$ cat config.mk
export PLATFORM = sky130hd
export DESIGN_NAME = sdd_top
export DESIGN_NICKNAME = d
export VERILOG_FILES = /design/src/inc/sdd_pkg.sv /design/src/rtl/sdd_top.sv
export SDC_FILE = /design/constraint.sdc
export NUM_CORES = 1
export LEC_CHECK = 0
export ABC_AREA = 1
export BUFFER_PORTS_ARGS = -buffer_cell sky130_fd_sc_hd__buf_2
export CORE_ASPECT_RATIO = 1.5
export CORE_MARGIN = 3
export CORE_UTILIZATION = 38
export CTS_CLUSTER_SIZE = 25
export DETAILED_ROUTE_END_ITERATION = 6
export PLACE_DENSITY = 0.75
export SYNTH_ARGS = -nofsm -noshare
export SYNTH_HDL_FRONTEND = slang
export SYNTH_SLANG_ARGS = --single-unit
$ cat constraint.sdc
create_clock -name clock -period 1 [get_ports clock]
set_input_delay 0.2 -clock clock [delete_from_list [all_inputs] [get_ports clock]]
set_output_delay 0.2 -clock clock [all_outputs]
set_load 0.005 [all_outputs]
$ cat src/inc/sdd_pkg.sv
// package for the supply droop detector and ram validity flag block
package sdd_pkg;
  localparam int ADDR_W = 32;
  localparam logic [31:0] CTRL_ADDR = 32'hfffff890;
  localparam logic [31:0] LEVEL_ADDR = 32'hfffff891;
  localparam logic [31:0] RAMST_ADDR = 32'hfffff892;
  localparam logic [31:0] EMU_ADDR = 32'hfffff9fe;
  localparam logic [31:0] PROTECT_ADDR = 32'hfffff800;
  localparam logic [7:0] PROTECT_KEY = 8'ha5;
  localparam logic [7:0] ZERO_BYTE = 8'h00;
  localparam int CTRL_EN_BIT = 7;
  localparam int CTRL_MODE_BIT = 1;
  localparam int CTRL_FLAG_BIT = 0;
  localparam int LEVEL_BIT = 0;
  localparam int RAM_INVALID_FLAG_BIT = 0;
  localparam int EMU_FORCE_BIT = 2;
  localparam logic RAM_INVALID_FLAG_RESET = 1'b1;
  localparam real SETTLE_MS = 0.1;
  localparam real CLOCK_MHZ = 125.0;
  typedef struct packed {
    logic [ADDR_W-1:0] addr;
    logic [7:0] wdata;
    logic wr;
    logic rd;
  } sdd_bus_t;
  typedef struct packed {
    logic watchdog;
    logic clockMon;
    logic accessReset;
    logic detector;
  } sdd_rst_src_t;
endpackage

$ cat src/rtl/sdd_top.sv
// supply droop detector control and ram validity flag logic
// What this block does
// - level select bit 0, low level when 1
// - ram status resets to 01h
// - ram invalid flag one means invalid
// - ram status written only by protected sequence
// - ram flag set by listed events
// - ram flag cleared only by protected zero
// - emulation force bit 2, emulation mode only
// - force bit sets flag in emulation mode, never self clears
// - force bit high blocks flag clearing in emulation mode only
// - droop gives interrupt or reset by mode
// - mode one locks control and level registers
// - reset held while supply below level
// - detector reset sets reset cause flag
// - clearing enable stops detection
// - retention comparator low sets ram flag
// - control register enable, mode, flag layout
// - flag shows below level while enabled
// - flag drives interrupt when enabled, mode zero
// - enable and mode survive detector reset only
//
// The implementer's own choice: the strobed register port.
`timescale 1ns/100ps
module sdd_top
  import sdd_pkg::*;
(
  input wire logic clock,
  input wire logic rst_n,
  input wire sdd_bus_t bus,
  output logic [7:0] rdata,
  input wire logic emuMode,
  input wire logic cmpBelowHigh,
  input wire logic cmpBelowLow,
  input wire logic cmpBelowRetention,
  input wire sdd_rst_src_t otherReset,
  input wire logic setRamByInstr,
  output logic droop_irq,
  output logic droopReset,
  output logic droop_reset_cause_flag
);
  logic enable_reg;
  logic mode_reg;
  logic level_reg;
  logic ram_invalid_flag_reg;
  logic force_reg;
  logic unlock_reg;
  logic cause_reg;
  logic [2:0] sync1_reg;
  logic [2:0] sync2_reg;
  logic belowSel;
  logic flagNow;
  logic lockHit;
  logic nonDetReset;
  logic protWr;

  function automatic logic hit(input sdd_bus_t b, input logic [31:0] a);
    return b.wr && (b.addr == a);
  endfunction

  // comparator synchroniser, first stage feeds only the second
  always_ff @(posedge clock or negedge rst_n) begin
    if (!rst_n) begin
      sync1_reg <= 3'h0;
      sync2_reg <= 3'h0;
    end else begin
      sync1_reg <= {cmpBelowRetention, cmpBelowLow, cmpBelowHigh};
      sync2_reg <= sync1_reg;
    end
  end

  assign belowSel = level_reg ? sync2_reg[1] : sync2_reg[0];
  assign flagNow = enable_reg && belowSel;
  assign lockHit = mode_reg;
  assign nonDetReset = otherReset.watchdog || otherReset.clockMon ||
                       otherReset.accessReset;
  assign protWr = unlock_reg && hit(bus, RAMST_ADDR);

  // protect key arms exactly the next bus write
  always_ff @(posedge clock or negedge rst_n) begin
    if (!rst_n) begin
      unlock_reg <= 1'b0;
    end else if (bus.wr) begin
      unlock_reg <= (bus.addr == PROTECT_ADDR) && (bus.wdata == PROTECT_KEY);
    end
  end

  // control and level, locked in reset mode
  always_ff @(posedge clock or negedge rst_n) begin
    if (!rst_n) begin
      enable_reg <= 1'b0;
      mode_reg <= 1'b0;
      level_reg <= 1'b0;
    end else if (nonDetReset) begin
      enable_reg <= 1'b0;
      mode_reg <= 1'b0;
      level_reg <= 1'b0;
    end else if (!lockHit) begin
      if (hit(bus, CTRL_ADDR)) begin
        enable_reg <= bus.wdata[CTRL_EN_BIT];
        mode_reg <= bus.wdata[CTRL_MODE_BIT];
      end
      if (hit(bus, LEVEL_ADDR)) begin
        level_reg <= bus.wdata[LEVEL_BIT];
      end
    end
  end

  // ram invalid flag, set wins over clear
  always_ff @(posedge clock or negedge rst_n) begin
    if (!rst_n) begin
      ram_invalid_flag_reg <= RAM_INVALID_FLAG_RESET;
    end else if (sync2_reg[2] || setRamByInstr || nonDetReset ||
                 (force_reg && emuMode) || droopReset) begin
      ram_invalid_flag_reg <= 1'b1;
    end else if (protWr && !bus.wdata[RAM_INVALID_FLAG_BIT]) begin
      ram_invalid_flag_reg <= 1'b0;
    end else if (protWr) begin
      ram_invalid_flag_reg <= 1'b1;
    end
  end

  // emulation force bit, only writable in emulation mode
  always_ff @(posedge clock or negedge rst_n) begin
    if (!rst_n) begin
      force_reg <= 1'b0;
    end else if (emuMode && hit(bus, EMU_ADDR)) begin
      force_reg <= bus.wdata[EMU_FORCE_BIT];
    end
  end

  // reset cause flag, cleared by other reset sources
  always_ff @(posedge clock or negedge rst_n) begin
    if (!rst_n) begin
      cause_reg <= 1'b0;
    end else if (droopReset) begin
      cause_reg <= 1'b1;
    end else if (nonDetReset) begin
      cause_reg <= 1'b0;
    end
  end

  assign droop_irq = flagNow && !mode_reg;
  assign droopReset = flagNow && mode_reg;
  assign droop_reset_cause_flag = cause_reg;

  // read data one cycle after strobe, reserved bits zero
  always_ff @(posedge clock or negedge rst_n) begin
    if (!rst_n) begin
      rdata <= ZERO_BYTE;
    end else begin
      rdata <= ZERO_BYTE;
      if (bus.rd) begin
        case (bus.addr)
          CTRL_ADDR: begin
            rdata[CTRL_EN_BIT] <= enable_reg;
            rdata[CTRL_MODE_BIT] <= mode_reg;
            rdata[CTRL_FLAG_BIT] <= flagNow;
          end
          LEVEL_ADDR: rdata[LEVEL_BIT] <= level_reg;
          RAMST_ADDR: rdata[RAM_INVALID_FLAG_BIT] <= ram_invalid_flag_reg;
          EMU_ADDR: rdata[EMU_FORCE_BIT] <= force_reg;
          default: rdata <= ZERO_BYTE;
        endcase
      end
    end
  end

  lock_holds_a: assert property (
    @(posedge clock) disable iff (!rst_n)
    mode_reg && !nonDetReset |=> $stable(level_reg) && mode_reg)
    else $error("locked registers changed");

  force_blocks_a: assert property (
    @(posedge clock) disable iff (!rst_n)
    force_reg && emuMode |=> ram_invalid_flag_reg)
    else $error("flag clear while forced");

  plain_clear_a: assert property (
    @(posedge clock) disable iff (!rst_n)
    ram_invalid_flag_reg && !protWr |=> ram_invalid_flag_reg)
    else $error("flag cleared without sequence");

  irq_mode_a: assert property (
    @(posedge clock) disable iff (!rst_n)
    droop_irq |-> enable_reg && !mode_reg)
    else $error("irq outside interrupt mode");

  reset_held_a: assert property (
    @(posedge clock) disable iff (!rst_n)
    mode_reg && enable_reg && belowSel |-> droopReset)
    else $error("droop reset not held");

  cause_set_a: assert property (
    @(posedge clock) disable iff (!rst_n)
    droopReset |=> droop_reset_cause_flag)
    else $error("cause flag not set");

  retention_set_a: assert property (
    @(posedge clock) disable iff (!rst_n)
    cmpBelowRetention ##2 1 |=> ram_invalid_flag_reg)
    else $error("retention low missed");

  disabled_quiet_a: assert property (
    @(posedge clock) disable iff (!rst_n)
    !enable_reg |-> !droop_irq && !droopReset)
    else $error("droop event while disabled");

  sync_pipe_a: assert property (
    @(posedge clock) disable iff (!rst_n)
    sync2_reg == $past(sync1_reg))
    else $error("second sync stage wrong");

  sync_first_a: assert property (
    @(posedge clock) disable iff (!rst_n)
    sync1_reg == $past({cmpBelowRetention, cmpBelowLow, cmpBelowHigh}))
    else $error("first sync stage wrong");

  level_write_a: assert property (
    @(posedge clock) disable iff (!rst_n)
    !lockHit && !nonDetReset && hit(bus, LEVEL_ADDR) |=>
    level_reg == $past(bus.wdata[LEVEL_BIT]))
    else $error("level write lost");

  ctrl_en_write_a: assert property (
    @(posedge clock) disable iff (!rst_n)
    !lockHit && !nonDetReset && hit(bus, CTRL_ADDR) |=>
    enable_reg == $past(bus.wdata[CTRL_EN_BIT]))
    else $error("enable write lost");

  ctrl_mode_write_a: assert property (
    @(posedge clock) disable iff (!rst_n)
    !lockHit && !nonDetReset && hit(bus, CTRL_ADDR) |=>
    mode_reg == $past(bus.wdata[CTRL_MODE_BIT]))
    else $error("mode write lost");

  other_reset_a: assert property (
    @(posedge clock) disable iff (!rst_n)
    nonDetReset |=> !enable_reg && !mode_reg && !level_reg)
    else $error("other reset kept control");

  other_ram_a: assert property (
    @(posedge clock) disable iff (!rst_n)
    nonDetReset |=> ram_invalid_flag_reg)
    else $error("other reset left flag clear");

  lock_ctrl_a: assert property (
    @(posedge clock) disable iff (!rst_n)
    lockHit && !nonDetReset |=> $stable(enable_reg))
    else $error("locked enable changed");

  key_needed_a: assert property (
    @(posedge clock) disable iff (!rst_n)
    !unlock_reg |-> !protWr)
    else $error("protected write without key");

  ram_clear_a: assert property (
    @(posedge clock) disable iff (!rst_n)
    $fell(ram_invalid_flag_reg) |-> $past(protWr && !bus.wdata[RAM_INVALID_FLAG_BIT]))
    else $error("flag cleared without zero write");

  instr_set_a: assert property (
    @(posedge clock) disable iff (!rst_n)
    setRamByInstr |=> ram_invalid_flag_reg)
    else $error("instruction set missed");

  force_normal_a: assert property (
    @(posedge clock) disable iff (!rst_n)
    !emuMode && hit(bus, EMU_ADDR) |=> $stable(force_reg))
    else $error("force written in normal mode");

  force_keep_a: assert property (
    @(posedge clock) disable iff (!rst_n)
    force_reg && !hit(bus, EMU_ADDR) |=> force_reg)
    else $error("force bit cleared itself");

  force_clear_a: assert property (
    @(posedge clock) disable iff (!rst_n)
    force_reg && emuMode && protWr |=> ram_invalid_flag_reg)
    else $error("clear beat the force bit");

  cause_hold_a: assert property (
    @(posedge clock) disable iff (!rst_n)
    droop_reset_cause_flag && !nonDetReset |=> droop_reset_cause_flag)
    else $error("cause flag lost");

  irq_follow_a: assert property (
    @(posedge clock) disable iff (!rst_n)
    enable_reg && !mode_reg && belowSel |-> droop_irq)
    else $error("irq missing");

  below_quiet_a: assert property (
    @(posedge clock) disable iff (!rst_n)
    !belowSel |-> !droop_irq && !droopReset)
    else $error("droop event above level");

  irq_reset_excl_a: assert property (
    @(posedge clock) disable iff (!rst_n)
    !(droop_irq && droopReset))
    else $error("irq and reset together");

  rdata_idle_a: assert property (
    @(posedge clock) disable iff (!rst_n)
    !bus.rd |=> rdata == ZERO_BYTE)
    else $error("read data outside read");

  ram_read_a: assert property (
    @(posedge clock) disable iff (!rst_n)
    bus.rd && bus.addr == RAMST_ADDR |=> rdata[RAM_INVALID_FLAG_BIT] == $past(ram_invalid_flag_reg))
    else $error("ram flag read wrong");

  level_read_a: assert property (
    @(posedge clock) disable iff (!rst_n)
    bus.rd && bus.addr == LEVEL_ADDR |=>
    rdata[LEVEL_BIT] == $past(level_reg))
    else $error("level read wrong");

  emu_read_a: assert property (
    @(posedge clock) disable iff (!rst_n)
    bus.rd && bus.addr == EMU_ADDR |=>
    rdata[EMU_FORCE_BIT] == $past(force_reg))
    else $error("force read wrong");

  ctrl_read_a: assert property (
    @(posedge clock) disable iff (!rst_n)
    bus.rd && bus.addr == CTRL_ADDR |=>
    rdata[CTRL_FLAG_BIT] == $past(flagNow))
    else $error("below flag read wrong");

  reset_mode_a: assert property (
    @(posedge clock) disable iff (!rst_n)
    droopReset |-> mode_reg && enable_reg)
    else $error("droop reset outside reset mode");

  prot_set_a: assert property (
    @(posedge clock) disable iff (!rst_n)
    protWr && bus.wdata[RAM_INVALID_FLAG_BIT] |=> ram_invalid_flag_reg)
    else $error("protected set missed");

  level_hold_a: assert property (
    @(posedge clock) disable iff (!rst_n)
    !hit(bus, LEVEL_ADDR) && !nonDetReset |=> $stable(level_reg))
    else $error("level changed unasked");

  en_hold_a: assert property (
    @(posedge clock) disable iff (!rst_n)
    !hit(bus, CTRL_ADDR) && !nonDetReset |=> $stable(enable_reg))
    else $error("enable changed unasked");
endmodule

# Word-level counts from Yosys, hierarchy flattened
# Cells that the tools add are included.
[classes]
n_eq_ne = 7
n_mux = 20
reduce_logical = 26
[ops]
columns = ["cell", "count"]
rows = [
  ["32-bit equality test, second input constant", 5],
  ["1-bit 2-to-1 mux", 18],
  ["1-bit logical AND", 12],
  ["8-bit equality test, second input constant", 1],
  ["8-bit 2-to-1 mux", 1],
  ["1-bit logical OR", 6],
  ["2-bit nonzero test", 3],
  ["2-bit AND reduction", 2],
  ["1-bit case mux with 3 select lines", 1],
  ["3-bit nonzero test", 1],
  ["1-bit logical NOT", 2],
  ["2-bit by 1-bit inequality test with 1-bit output, second input constant", 1],
]
[totals]
ff_bits = 21
wordCells = 63

# Depth between registers and ports, before layout
[logic_depth]
depth_word = 6
ltp_mapped = 9
ltp_nobuf = 9

# Worst setup path after synthesis
# OpenSTA, ideal clock, no wires.
[synth_path]
path_type = "reg-to-output"
startpoint = "reg level_reg"
endpoint = "out droopReset"
t_arrival_ps = 881
slack_ps = -81
stages_incl_launch_ff = 6
path_buffers = 0
cell_sequence = "dfrtp_1 -> inv_1 -> nor2_1 -> nor3_1 -> nand2_1 -> inv_1"
[synth_via]
elab_chain_len = 3
[synth_lines]
columns = ["element", "line_no", "rtl"]
rows = [
  ["start: declaration", "sdd_top.sv:44", "logic level_reg;"],
  ["start signal: assignment", "sdd_top.sv:104", "level_reg <= bus.wdata[LEVEL_BIT];"],
  ["1-bit 2-to-1 mux", "sdd_top.sv:72", "assign belowSel = level_reg ? sync2_reg[1] : sync2_reg[0];"],
  ["1-bit logical AND", "sdd_top.sv:73", "assign flagNow = enable_reg && belowSel;"],
  ["1-bit logical AND", "sdd_top.sv:144", "assign droopReset = flagNow && mode_reg;"],
  ["end: declaration", "sdd_top.sv:39", "output logic droopReset,"],
]
# Every way passes these cells.

# Worst setup path in the final report
# Ends and elaborated chain as after synthesis.

==> impl_metrics.json <==
{
  "grt_overflow": 0,
  "tritoncts": "built",
  "p_leak_nw": 0.842,
  "placed_cell_area_um2": 1430,
  "violations": "setup timing",
  "fin_crit_sh_pct": 140,
  "r2r_end": "ram_invalid_flag_reg",
  "die_w_um": 48.4,
  "design.core.area_um2": 2500,
  "io_buffers": 58,
  "setup_viol": 5,
  "r2r_start": "level_reg",
  "pwr-share-seq_pct": 55.7,
  "postSynthAreaPerCell_um2": 7.17,
  "grt_util_all_layers_pct": 15.6,
  "startpoint_type": "flip-flop",
  "ant_nets": 0,
  "peakVddDrop_mv": 0.765,
  "clkSinkCount": 17,
  "powerDensity_nw_per_um2": 817,
  "required_ns": 0.80,
  "drc": 0,
  "reg2reg_slack_ns": -0.23,
  "synth_area_leaders": "dfrtp_1, nand2_1, inv_1",
  "netlist_area_um2": 1020,
  "pwr-share-comb_pct": 16.7,
  "ys_ff_latch": 17,
  "switching_share_pct": 24.4,
  "drt_iter0_drc": 16,
  "final_cell_mix": "buf_2, nand2_1, inv_1, dfrtp_1, nor2_1",
  "layout-drive-gt1-share_pct": 46.4,
  "num_rows": 22,
  "grt_start_max_net_pins": 18,
  "status": "complete, but fails checks",
  "multi_input_comb_area_um2": 531,
  "avgViaCountPerCell": 4.31,
  "slew_viol_final": 0,
  "worstSetupEndpointType": "primary output",
  "regArea_um2": 427,
  "cp_max_fo": 3,
  "fmax_mhz": 714,
  "clock-root-buffer": "clkbuf_4",
  "dieArea_um2": 3370,
  "wl_per_cell_um": 10.2,
  "drv_cap": 0,
  "pwr-share-clk_pct": 27.6,
  "hold_end": "sync1_reg[0]",
  "start_util_pct": 40.9,
  "cp-startpoint": "level_reg",
  "power_switching_uw": 308,
  "stdcell_area_um2": 1550,
  "internal_power_uw": 955,
  "hold_violations": 0,
  "area_growth_pct": 50.9,
  "yosysTopAreaCellShare_pct": 39.1,
  "gp_congestion": 0.786,
  "antenna_found_initial": 0,
  "finalPower_mw": 1.26,
  "hold_class": "input pin to flip-flop",
  "cts_buffers": 3,
  "skew_ns": 0.00906,
  "min_period_ns": 1.40,
  "worstSetupPathType": "flip-flop to primary output",
  "holdPathStages": 1,
  "place_ws_ns": -0.189,
  "grt_pass1_vias": 1055,
  "whs_ns": 0.0237,
  "nFillCells": 239,
  "ys_types": 20,
  "synth_top_area_cell": "dfrtp_1",
  "clockBufferDepth": 2,
  "die_h_um": 69.6,
  "dr.pass1.iters": 4,
  "ys_warn_count": 0,
  "cts.clk_slew.worst_paths_ns": 0.09,
  "min_from": "cmpBelowHigh",
  "grt_pass1_wl_um": 4280,
  "antenna_cells": 0,
  "final_common_cell": "buf_2",
  "rsz0062_at_grt": "true",
  "reg2regPathDepth": 8,
  "worst_ep_arrival_time_ns": 1.20,
  "post-route-util_pct": 61.7,
  "synth_cells": 143,
  "vias": 1103,
  "worstSkewPairLatency_ns": 0.28,
  "io_pins": 64,
  "nNetsFinal": 274,
  "routed_wl_um": 2600,
  "layout_setup_ws_ns": -0.400,
  "h-tree-depth": 1,
  "largest_reg_flops": 4,
  "dpl.hpwl_um": 2100,
  "ys_seq_area_share_pct": 41.6
}
==> worst max-delay path, stage by stage, from the launching register on <==
cell	delay (ns)
dfrtp_1	0.42
inv_2	0.07
nor2_2	0.04
nor3_2	0.13
nand2_1	0.10
inv_1	0.06
buf_2	0.10
==> per-stage QoR <==
step / TNS (ns) / std cells
after detailed placement: -1.69 / 247
after CTS: -1.13 / 254
after global routing: -2.01 / 256
final: -1.34 / 256
after floorplan: 0 / 146
after global placement: -1.67 / 247
==> worst max path at each step <==
stage	end	slack [ns]
detailed placement	unlock_reg	-0.19
finish	droopReset	-0.40
floorplan	droopReset	0.005
CTS	droopReset	-0.40
global route	droopReset	-0.52
global placement	force_reg	-0.17
==> synth_stat cells <==
cell type / n
nor2_2: 3
dfrtp_1: 16
nor2_4: 3
inv_1: 21
nand2_2: 3
dfstp_2: 1
a21oi_1: 1
nor3_1: 6
nand4_1: 5
nand3b_1: 2
nor4_1: 2
nand3_1: 10
nor2_1: 19
nand2_1: 41
nand3_2: 1
nor3_2: 2
conb_1: 1
buf_4: 4
buf_6: 1
inv_2: 1
==> cell families (layout without fill, tap and decap cells) <==
family	count (synthesis)	after routing	share of synthesized area, %
AOI/OAI and AO/OA	1	1	0.488
buffers and inverters	27	101	12.1
DFF	17	17	41.6
other	1	4	0.366
and+or+nand+nor	97	97	45.4
==> routing by layer <==
| metal | global-route usage [%] | wire length, µm | vias to the layer above |
|---|---|---|---|
| li1 | - | - | 589 |
| met1 | 16.8 | 988 | 480 |
| met2 | 30.2 | 1460 | 32 |
| met3 | 1.72 | 138 | 2 |
| met4 | 5.70 | 17 | 0 |
| met5 | 0 | 0 | - |
==> power groups by stage <==
stage	logic [mW]	registers (mW)	clock network (mW)
6_report	0.211	0.703	0.349
5_1_grt	0.241	0.704	0.397
3_5_place_dp	0.200	0.716	0
4_1_cts	0.208	0.703	0.366
3_3_place_gp	0.197	0.715	0
2_1_floorplan	0.0743	0.715	0
==> what timing repair did <==
item	in CTS	in global routing
resized for setup	7	7
setup buffers	2	1
hold endpoints to repair	16	1
hold buffers	1	1
pin swaps	4	3
endpoints found under the setup margin	7	12
==> layout make-up <==
cell class                 instances  share of cell area (%)
clock buffer                       3                    1.46
clock inverter                     1                   0.324
inverter                          22                    5.34
multi-input combinational        102                    34.3
sequential                        17                    27.6
tap                               36                    2.91
timing repair buffer              75                    28.1
No activity file was read; power rests on OpenSTA's default activity.
